`src/design/tcoc_defines.svh`:
```
// constants for the tachometer compare and output control block
// assumes a 50 MHz core clock; included by the top module
`ifndef TCOC_DEFINES_SVH
`define TCOC_DEFINES_SVH

`define TCOC_CLK_HZ        50000000
`define TCOC_GATE_1S_MS    1000
`define TCOC_GATE_200_MS   200
`define TCOC_GATE_10_MS    10
`define TCOC_OFF_GAP_MS    20
`define TCOC_KEY_HOLD_MS   1000
`define TCOC_MS_CYC        (`TCOC_CLK_HZ / 1000)
`define TCOC_CEIL_MIN      24'h000001
`define TCOC_CEIL_MAX      24'h0F423F
`define TCOC_CEIL_RST      24'h0F423F
`define TCOC_ALARM_MAX     14'h270F
`define TCOC_ONCNT_UNIT    10'h3E8
`define TCOC_PROT_LEVELS   3'h7

`endif

```
`src/design/tcoc_pkg.sv`:
```
// types for the tachometer compare and output control block
// assumes tcoc_defines.svh for numeric constants
package tcoc_pkg;
	typedef enum logic [2:0] {
		TCOC_RUN  = 3'b001,
		TCOC_ARM  = 3'b010,
		TCOC_CFG  = 3'b100
	} tcoc_mode_t;

	typedef enum logic [1:0] {
		TCOC_PRESET_1 = 2'h0,
		TCOC_PRESET_2 = 2'h1,
		TCOC_TACHO    = 2'h2
	} tcoc_conf_t;
endpackage : tcoc_pkg

```
`src/design/tcoc_top.sv`:
```
// tachometer measurement, comparison and output control
// assumes synchronous pulse input, keys and switches; registers on a plain strobe port
//
// Operation
// - hysteresis in measured units stops chatter
// - off delay postpones output turning off
// - measurement continues while off delay holds
// - reject setpoint above ceiling; ceiling 1..999999
// - allocation flag swaps stage to output routing, except in the single-stage preset
// - mode selects pulse-cycle or pulse-width measurement
// - width mode holds last width without pulses
// - cycle mode shows hertz or period
// - counting interval 200 ms or continuous 10 ms
// - alarm threshold 0..9999 thousands; zero disables
// - count over threshold raises count error
// - on-count monitor read-only, count divided by 1000
// - config entry clears value, outputs off, stops
// - config applies on run return; reinit setpoints when the layout changed
// - config entry: key b held 1 s after a
// - reset default single-stage preset; two-stage variant
// - dip monitor shows switches only when enabled
// - hold freezes displayed value and outputs
// - key protect blocks the one key chosen by protect level, none at level 0; lights indicator
//
// Added by the designer: the placing of the registers and strobed register access.
`timescale 1ns/100ps
`include "tcoc_defines.svh"

module tcoc_top #(
	parameter int  VAL_W       = 24,
	parameter bit  TWO_STAGE   = 1'b0,
	parameter int  GATE_1S_CYC = `TCOC_GATE_1S_MS * `TCOC_MS_CYC,
	parameter int  GATE_200_CYC = `TCOC_GATE_200_MS * `TCOC_MS_CYC,
	parameter int  GATE_10_CYC = `TCOC_GATE_10_MS * `TCOC_MS_CYC,
	parameter int  KEY_HOLD_CYC = `TCOC_KEY_HOLD_MS * `TCOC_MS_CYC,
	parameter int  MS_CYC      = `TCOC_MS_CYC
) (
	input  wire logic              core_clk,
	input  wire logic              srst,
	input  wire logic              pulse_in,
	input  wire logic              hold_in,
	input  wire logic              key_a,
	input  wire logic              key_b,
	input  wire logic              key_exit,
	input  wire logic [7:0]        dip_sw,
	input  wire logic              key_protect_sw,
	input  wire logic [2:0]        protect_level,
	input  wire logic [3:0]        op_keys,
	input  wire logic [7:0]        reg_addr,
	input  wire logic [31:0]       reg_wdata,
	input  wire logic              reg_wr,
	input  wire logic              reg_rd,
	output logic      [31:0]       reg_rdata,
	output logic                   first_output,
	output logic                   second_output,
	output logic      [VAL_W-1:0]  display_value,
	output logic                   count_error,
	output logic                   protect_led,
	output logic      [3:0]        op_keys_ok,
	output logic      [7:0]        dip_monitor,
	output logic                   cfg_mode
);
	localparam int CNT_W = 32;

	// register offsets (byte addresses)
	localparam logic [7:0] A_CTRL  = 8'h00;
	localparam logic [7:0] A_SP1   = 8'h04;
	localparam logic [7:0] A_SP2   = 8'h08;
	localparam logic [7:0] A_CEIL  = 8'h0C;
	localparam logic [7:0] A_HYST  = 8'h10;
	localparam logic [7:0] A_OFFD  = 8'h14;
	localparam logic [7:0] A_ALM1  = 8'h18;
	localparam logic [7:0] A_ALM2  = 8'h1C;
	localparam logic [7:0] A_MON1  = 8'h20;
	localparam logic [7:0] A_MON2  = 8'h24;
	localparam logic [7:0] A_STAT  = 8'h28;
	localparam logic [7:0] A_CONF  = 8'h2C;

	// control fields: bit0 width mode, bit1 period unit, bit2 continuous, bit3 swap
	logic              width_mode;
	logic              unit_period;
	logic              gate_cont;
	logic              swap_out;
	logic [VAL_W-1:0]  stage_one_setpoint;
	logic [VAL_W-1:0]  stage_two_setpoint;
	logic [VAL_W-1:0]  setpoint_ceiling;
	logic [VAL_W-1:0]  hyst;
	logic [15:0]       off_delay_ms;
	logic [13:0]       alarm1;
	logic [13:0]       alarm2;
	logic [1:0]        conf_act;
	logic [1:0]        conf_pend;
	logic              conf_dirty;
	tcoc_pkg::tcoc_mode_t mode;

	logic              pulse_d;
	logic              rise;
	logic              fall;
	logic [CNT_W-1:0]  gate_cnt;
	logic [CNT_W-1:0]  edge_cnt;
	logic [CNT_W-1:0]  edges_now;
	logic [CNT_W-1:0]  width_cnt;
	logic [VAL_W-1:0]  meas;
	logic              running;
	logic              hold_q;
	logic [CNT_W-1:0]  gate_len;
	logic [VAL_W-1:0]  gate_scale;

	assign running  = (mode != tcoc_pkg::TCOC_CFG);
	assign hold_q   = hold_in;
	assign rise     = pulse_in & ~pulse_d;
	assign fall     = ~pulse_in & pulse_d;
	// edges including this cycle, so a rise on the last gate cycle is not lost
	assign edges_now = edge_cnt + CNT_W'(rise);
	assign gate_len = gate_cont ? CNT_W'(GATE_10_CYC) : CNT_W'(GATE_200_CYC);
	// scale to pulses per second for the chosen interval
	assign gate_scale = gate_cont ? VAL_W'(100) : VAL_W'(5);

	// register writes
	always_ff @(posedge core_clk) begin
		if (srst) begin
			width_mode         <= 1'b0;
			unit_period        <= 1'b0;
			gate_cont          <= 1'b0;
			swap_out           <= 1'b0;
			stage_one_setpoint <= '0;
			stage_two_setpoint <= '0;
			setpoint_ceiling   <= VAL_W'(`TCOC_CEIL_RST);
			hyst               <= '0;
			off_delay_ms       <= '0;
			alarm1             <= '0;
			alarm2             <= '0;
			conf_pend          <= TWO_STAGE ? 2'(tcoc_pkg::TCOC_PRESET_2)
			                                : 2'(tcoc_pkg::TCOC_PRESET_1);
		end else if (mode == tcoc_pkg::TCOC_CFG && key_exit && conf_pend != conf_act) begin
			// leaving config with a new layout wins over a write in that cycle
			stage_one_setpoint <= '0;
			stage_two_setpoint <= '0;
		end else if (reg_wr) begin
			if (reg_addr == A_CTRL) begin
				width_mode  <= reg_wdata[0];
				unit_period <= reg_wdata[1];
				gate_cont   <= reg_wdata[2];
				swap_out    <= reg_wdata[3];
			end else if (reg_addr == A_SP1) begin
				if (reg_wdata[VAL_W-1:0] <= setpoint_ceiling)
					stage_one_setpoint <= reg_wdata[VAL_W-1:0];
			end else if (reg_addr == A_SP2) begin
				if (reg_wdata[VAL_W-1:0] <= setpoint_ceiling)
					stage_two_setpoint <= reg_wdata[VAL_W-1:0];
			end else if (reg_addr == A_CEIL) begin
				if (reg_wdata[VAL_W-1:0] >= VAL_W'(`TCOC_CEIL_MIN) &&
				    reg_wdata[VAL_W-1:0] <= VAL_W'(`TCOC_CEIL_MAX))
					setpoint_ceiling <= reg_wdata[VAL_W-1:0];
			end else if (reg_addr == A_HYST) begin
				hyst <= reg_wdata[VAL_W-1:0];
			end else if (reg_addr == A_OFFD) begin
				off_delay_ms <= reg_wdata[15:0];
			end else if (reg_addr == A_ALM1) begin
				if (reg_wdata[13:0] <= `TCOC_ALARM_MAX)
					alarm1 <= reg_wdata[13:0];
			end else if (reg_addr == A_ALM2) begin
				if (reg_wdata[13:0] <= `TCOC_ALARM_MAX)
					alarm2 <= reg_wdata[13:0];
			end else if (reg_addr == A_CONF && mode == tcoc_pkg::TCOC_CFG) begin
				conf_pend <= reg_wdata[3:2]; // pending code sits above the active one
			end
		end
	end

	// config key sequence: a first, then b held 1 s
	logic [CNT_W-1:0] key_cnt;
	logic             key_b_d;
	always_ff @(posedge core_clk) begin
		if (srst) begin
			mode     <= tcoc_pkg::TCOC_RUN;
			key_cnt  <= '0;
			key_b_d  <= 1'b0;
			conf_act <= TWO_STAGE ? 2'(tcoc_pkg::TCOC_PRESET_2)
			                      : 2'(tcoc_pkg::TCOC_PRESET_1);
		end else begin
			key_b_d <= key_b;
			case (mode)
				tcoc_pkg::TCOC_RUN: begin
					key_cnt <= '0;
					if (key_a && key_b && !key_b_d)
						mode <= tcoc_pkg::TCOC_ARM;
				end
				tcoc_pkg::TCOC_ARM: begin
					if (!(key_a && key_b))
						mode <= tcoc_pkg::TCOC_RUN;
					else if (key_cnt >= CNT_W'(KEY_HOLD_CYC - 1))
						mode <= tcoc_pkg::TCOC_CFG;
					else
						key_cnt <= key_cnt + 1'b1;
				end
				tcoc_pkg::TCOC_CFG: begin
					if (key_exit) begin
						mode     <= tcoc_pkg::TCOC_RUN;
						conf_act <= conf_pend;
					end
				end
				default: mode <= tcoc_pkg::TCOC_RUN;
			endcase
		end
	end
	assign conf_dirty = (conf_pend != conf_act);

	// measurement: counts keep running during off delay
	always_ff @(posedge core_clk) begin
		if (srst) begin
			pulse_d   <= 1'b0;
			gate_cnt  <= '0;
			edge_cnt  <= '0;
			width_cnt <= '0;
			meas      <= '0;
		end else if (!running) begin
			pulse_d   <= pulse_in;
			gate_cnt  <= '0;
			edge_cnt  <= '0;
			width_cnt <= '0;
			meas      <= '0;
		end else begin
			pulse_d <= pulse_in;
			if (width_mode) begin
				// width in ms; last width stays without pulses
				if (pulse_in)
					width_cnt <= width_cnt + 1'b1;
				if (fall)
					meas <= VAL_W'(width_cnt / CNT_W'(MS_CYC));
				// the rise cycle is already the first on cycle
				if (rise)
					width_cnt <= CNT_W'(1);
			end else begin
				if (gate_cnt >= gate_len - 1'b1) begin
					gate_cnt <= '0;
					edge_cnt <= '0;
					if (unit_period)
						meas <= (edges_now == 0) ? '0
						      : VAL_W'(gate_len / (edges_now * CNT_W'(MS_CYC)));
					else
						meas <= VAL_W'(edges_now) * gate_scale;
				end else begin
					gate_cnt <= gate_cnt + 1'b1;
					edge_cnt <= edge_cnt + CNT_W'(rise);
				end
			end
		end
	end

	// compare with hysteresis and off delay per stage
	logic [1:0]       stage_on;
	logic [1:0]       cmp_raw;
	logic [CNT_W-1:0] offd_cnt [2];
	logic [VAL_W-1:0] sp [2];
	assign sp[0] = stage_one_setpoint;
	assign sp[1] = stage_two_setpoint;

	for (genvar s = 0; s < 2; s++) begin : g_stage
		always_ff @(posedge core_clk) begin
			if (srst || !running) begin
				cmp_raw[s]  <= 1'b0;
				stage_on[s] <= 1'b0;
				offd_cnt[s] <= '0;
			end else if (!hold_q) begin
				if (meas >= sp[s])
					cmp_raw[s] <= 1'b1;
				else if (meas + hyst < sp[s])
					cmp_raw[s] <= 1'b0;
				if (cmp_raw[s]) begin
					stage_on[s] <= 1'b1;
					offd_cnt[s] <= '0;
				end else if (stage_on[s]) begin
					if (offd_cnt[s] >= CNT_W'(off_delay_ms) * CNT_W'(MS_CYC))
						stage_on[s] <= 1'b0;
					else
						offd_cnt[s] <= offd_cnt[s] + 1'b1;
				end
			end
		end
	end

	// output routing, display freeze, on counters
	logic [CNT_W-1:0] on_cnt [2];
	logic [1:0]       out_prev;
	logic [1:0]       out_now;
	assign out_now = (conf_act == 2'(tcoc_pkg::TCOC_PRESET_1))
	               ? {1'b0, stage_on[0]}
	               : (swap_out ? {stage_on[0], stage_on[1]} : stage_on);

	always_ff @(posedge core_clk) begin
		if (srst || !running) begin
			first_output  <= 1'b0;
			second_output <= 1'b0;
			display_value <= '0;
		end else if (!hold_q) begin
			first_output  <= out_now[0];
			second_output <= out_now[1];
			display_value <= meas;
		end
	end

	always_ff @(posedge core_clk) begin
		if (srst) begin
			out_prev  <= '0;
			on_cnt[0] <= '0;
			on_cnt[1] <= '0;
		end else begin
			out_prev <= {second_output, first_output};
			if (first_output && !out_prev[0])
				on_cnt[0] <= on_cnt[0] + 1'b1;
			if (second_output && !out_prev[1])
				on_cnt[1] <= on_cnt[1] + 1'b1;
		end
	end

	// alarm, protect, dip monitor, config flag
	always_ff @(posedge core_clk) begin
		if (srst) begin
			count_error <= 1'b0;
			protect_led <= 1'b0;
			op_keys_ok  <= '0;
			dip_monitor <= '0;
			cfg_mode    <= 1'b0;
		end else begin
			count_error <= (alarm1 != 0 && on_cnt[0] > alarm1 * CNT_W'(`TCOC_ONCNT_UNIT)) ||
			               (alarm2 != 0 && on_cnt[1] > alarm2 * CNT_W'(`TCOC_ONCNT_UNIT));
			protect_led <= key_protect_sw;
			if (key_protect_sw && protect_level != 3'h0 && protect_level <= `TCOC_PROT_LEVELS)
				op_keys_ok <= op_keys & ~(4'h1 << (protect_level[1:0]));
			else
				op_keys_ok <= op_keys;
			dip_monitor <= dip_sw[0] ? dip_sw : 8'h00;
			cfg_mode    <= (mode == tcoc_pkg::TCOC_CFG);
		end
	end

	// register reads, data one cycle after strobe
	always_ff @(posedge core_clk) begin
		if (srst) begin
			reg_rdata <= '0;
		end else if (reg_rd) begin
			if (reg_addr == A_CTRL)
				reg_rdata <= {28'h0, swap_out, gate_cont, unit_period, width_mode};
			else if (reg_addr == A_SP1)
				reg_rdata <= 32'(stage_one_setpoint);
			else if (reg_addr == A_SP2)
				reg_rdata <= 32'(stage_two_setpoint);
			else if (reg_addr == A_CEIL)
				reg_rdata <= 32'(setpoint_ceiling);
			else if (reg_addr == A_HYST)
				reg_rdata <= 32'(hyst);
			else if (reg_addr == A_OFFD)
				reg_rdata <= {16'h0, off_delay_ms};
			else if (reg_addr == A_ALM1)
				reg_rdata <= {18'h0, alarm1};
			else if (reg_addr == A_ALM2)
				reg_rdata <= {18'h0, alarm2};
			else if (reg_addr == A_MON1)
				reg_rdata <= on_cnt[0] / 32'(`TCOC_ONCNT_UNIT);
			else if (reg_addr == A_MON2)
				reg_rdata <= on_cnt[1] / 32'(`TCOC_ONCNT_UNIT);
			else if (reg_addr == A_STAT)
				reg_rdata <= {26'h0, conf_dirty, count_error, second_output,
				              first_output, cfg_mode, hold_q};
			else if (reg_addr == A_CONF)
				reg_rdata <= {28'h0, conf_pend, conf_act};
			else
				reg_rdata <= 32'h0000_0000;
		end
	end
endmodule : tcoc_top

```
`config.mk`:
```
export PLATFORM = sky130hd
export DESIGN_NAME = tcoc_top
export DESIGN_NICKNAME = d
export VERILOG_FILES = /design/src/design/tcoc_pkg.sv /design/src/design/tcoc_top.sv
export VERILOG_INCLUDE_DIRS = /design/src /design/src/design
export SDC_FILE = /design/constraint.sdc
export NUM_CORES = 2
export LEC_CHECK = 0
export ABC_AREA = 1
export BUFFER_PORTS_ARGS = -buffer_cell sky130_fd_sc_hd__buf_2
export CAP_MARGIN = 40
export CELL_PAD_IN_SITES_DETAIL_PLACEMENT = 1
export CELL_PAD_IN_SITES_GLOBAL_PLACEMENT = 1
export CORE_UTILIZATION = 43
export DETAILED_ROUTE_END_ITERATION = 6
export GPL_TIMING_DRIVEN = 0
export PLACE_DENSITY_LB_ADDON = 0.2
export SYNTH_ARGS = -nofsm -noshare
export SYNTH_HDL_FRONTEND = slang
export SYNTH_SLANG_ARGS = --single-unit
```
`constraint.sdc`:
```
create_clock -name core_clk -period 92 [get_ports core_clk]
set_clock_uncertainty 0.05 [all_clocks]
set_input_delay 9.2 -clock core_clk [delete_from_list [all_inputs] [get_ports core_clk]]
set_output_delay 9.2 -clock core_clk [all_outputs]
set_load 0.02 [all_outputs]
```
==> impl_metrics.csv <==
group,metric,value,unit
cells_and_area,fin_util,0.5066,
logic_synthesis,synth_top_area_share,0.1744,
sta,setup_tns,-0.5700,ns
global_route,grt_usage,0.2971,
status,status,"finished, violations left",
floorplan,rows,154,
logic_synthesis,ys_types,95,
hold_path,hold_class,"reg -> reg",
floorplan,design.core.area,176900,um2
routing,first_pass_iters,5,
worst_setup_path,critPathRequiredTime,92.56,ns
sta,min_period_over_period,1.006,
sta,fin_crit,92.57,ns
logic_synthesis,ys_seq_area_frac,0.1477,
sta,tightest_slew,1.190,ns
logic_synthesis,async_flop_share,0,
sta,max_clock_freq,10.80,MHz
global_route,gr-usage-met3,0.02601,
logic_synthesis,synth_edf_count,128,
logic_synthesis,synth_common_cells,"2390 x nand2_1, 1774 x inv_1, 1080 x nor2_1",
worst_setup_path,path_buf_inv,113,
cells_and_area,fin_cells,14590,
global_route,grt_pass1_vias,82850,
worst_setup_path,timing.critical_path.mode_cell,"a21o_1",
sta,worst_slack,-0.5700,ns
floorplan,fp.dieH,425.1,um
logic_synthesis,yosysMostFrequentCell,"nand2_1",
global_route,overflow,0,
worst_setup_path,slowest_delay,0.56,ns
floorplan,io_pins,138,
cells_and_area,nets,13540,
worst_setup_path,worstPathArrival,93.13,ns
logic_synthesis,synth.cell_area,76980,um2
floorplan,dieArea,180700,um2
worst_setup_path,crit_family,"compound AO/OA/AOI/OAI gates",
global_route,antenna_found_initial,31,
global_route,grtUsageMet2,0.5333,
cts,cts_buffer_depth,3,
sta,hold_violations,0,
routing,vias,82080,
cts,numCtsBuffers,58,
cts,clock_latency,0.70,ns
status,violations,"setup timing",
worst_setup_path,crit_path_end_kind,"flop",
routing,drc_errors,0,
routing,wl,298000,um
cells_and_area,drive_gt1_frac,0.1378,
placed_design,io_buffers,120,
run,maxCapViolations,0,
logic_synthesis,syn_avg_cell_area,6.660,um2
sta,slew_headroom,0.2067,
cells_and_area,syn_to_final_growth,16.41,%
global_route,grt_pass1_wl,436700,um
worst_setup_path,worstSetupStartpointType,"primary input",
sta,setup_viol,1,
routing,drt-initial-drc-count,4719,
logic_synthesis,ys_ff_latch,504,
logic_synthesis,synth_top_area_cell,"ha_1",
worst_setup_path,critPathMaxFanout,10,
placed_design,dp.cells,14070,
logic_synthesis,synth_top_cells_by_area,"ha_1 17%, nand2_1 12%, dfxtp_1 9.8%, inv_1 8.7%, fa_1 5.9%",
global_route,grt_start_max_net_pins,33,
placed_design,gp_congestion,0.9296,
global_route,busiest_layer,"met2",
cts,cts_tree,"built",
worst_setup_path,critPathKind,"in -> reg",
global_route,use_met1,0.3476,
floorplan,die_w,425.1,um
routing,wl_per_cell,20.43,um
logic_synthesis,synthCells,11560,
placed_design,hpwl,228900,um
worst_setup_path,cp_slowest_cell,"fa_1",
placed_design,place_ws,-20.72,ns
cts,cts_root_buf,"clkbuf_16",
routing,via_per_inst,5.628,
cts,cts.sinks,504,
routing,ant_nets,0,
logic_synthesis,synth_flop_cell,"dfxtp_1",
sta,slew_viol_final,0,
cts,clk_pin_slew,0.06,ns
cts,htree_levels,2,
floorplan,initial_utilization,0.4352,
logic_synthesis,yosysWarnings,0,
## state kept, by name, indices dropped and copies added, names as in the netlist, 3 cells and up
register and cells:
reg_rdata 24, width_cnt 32, key_cnt 32, op_keys_ok 4
on_cnt 64, edge_cnt 32, meas 24, stage_one_setpoint 24
gate_cnt 32, off_delay_ms 16, alarm2 14, hyst 24
display_value 24, setpoint_ceiling 24, mode 3, offd_cnt 64
dip_monitor 8, alarm1 14, stage_two_setpoint 24
## metrics by stage
stage / hold slack [ns] / cell area, um2
3_3_place_gp: 0.3778 / 80580
6_report: 0.3917 / 89610
2_1_floorplan: 0.3690 / 77050
4_1_cts: 0.3925 / 85420
3_5_place_dp: 0.3818 / 81280
5_1_grt: 0.4093 / 89590
## layer usage
metal	vias to the layer above	wire length, um	part of all wire
li1	39230	-	-
met2	1959	145800	0.49
met3	818	12910	0.043
met1	40060	119000	0.40
met5	-	86	0.00029
met4	12	20110	0.067
## logic make-up after synthesis
logic type,Yosys count,synth area share
xor+xnor,625,0.07238
compound gates,2155,0.1617
flops,504,0.1477
mux,6,0.0008127
simple gates,4910,0.2803
buf+inv,2057,0.1036
other cells,2,0.00009756
fa+ha+maj,1300,0.2334
## tightest hold or removal path, stage by stage (launching register included)
cell and delay, ns:
dfxtp_1 0.31, nand2_1 0.06, nor2_1 0.03
## placed cells by master, fill, tap and decap left out, types with 357 or more instances in the layout
| cell | instances |
|---|---|
| inv_1 | 1716 |
| buf_4 | 395 |
| o21ai_0 | 543 |
| ha_1 | 1020 |
| dfxtp_1 | 376 |
| xor2_1 | 357 |
| nand2_1 | 2289 |
| nand3_1 | 648 |
| nor2_1 | 1046 |
| a21oi_1 | 795 |
## timing repair
item                                    4_1_cts  5_1_grt
resized for setup                           387      464
setup buffers                                91      291
endpoints found under the hold margin         0        0
endpoints found under the setup margin        5        3
pin swaps                                    72      347
hold buffers                                  0        0
cloned                                        0        6
## final timing paths
kind         slack (ns)  cells after the start           to   startpoint
min reg2reg        0.39                      2  key_cnt[28]  key_cnt[28]
min                0.39                      2  key_cnt[28]  key_cnt[28]
max reg2reg        7.24                    590      meas[0]  edge_cnt[2]
max               -0.57                    592      meas[0]     pulse_in
## area by class of cell
class                      instances  area (um2)
fill                           23050       87270
multi-input combinational       9018       60490
sequential                       504       11370
inverter                        1832        6967
timing repair buffer             542        4247
tap                             2340        2928
clock buffer                      80        1675
buffer                           223        1543
clock inverter                    29       347.8
antenna                           17       42.54
Power is not shown: default switching activity piles up to over one toggle a cycle in this logic, so the estimate is an artifact.
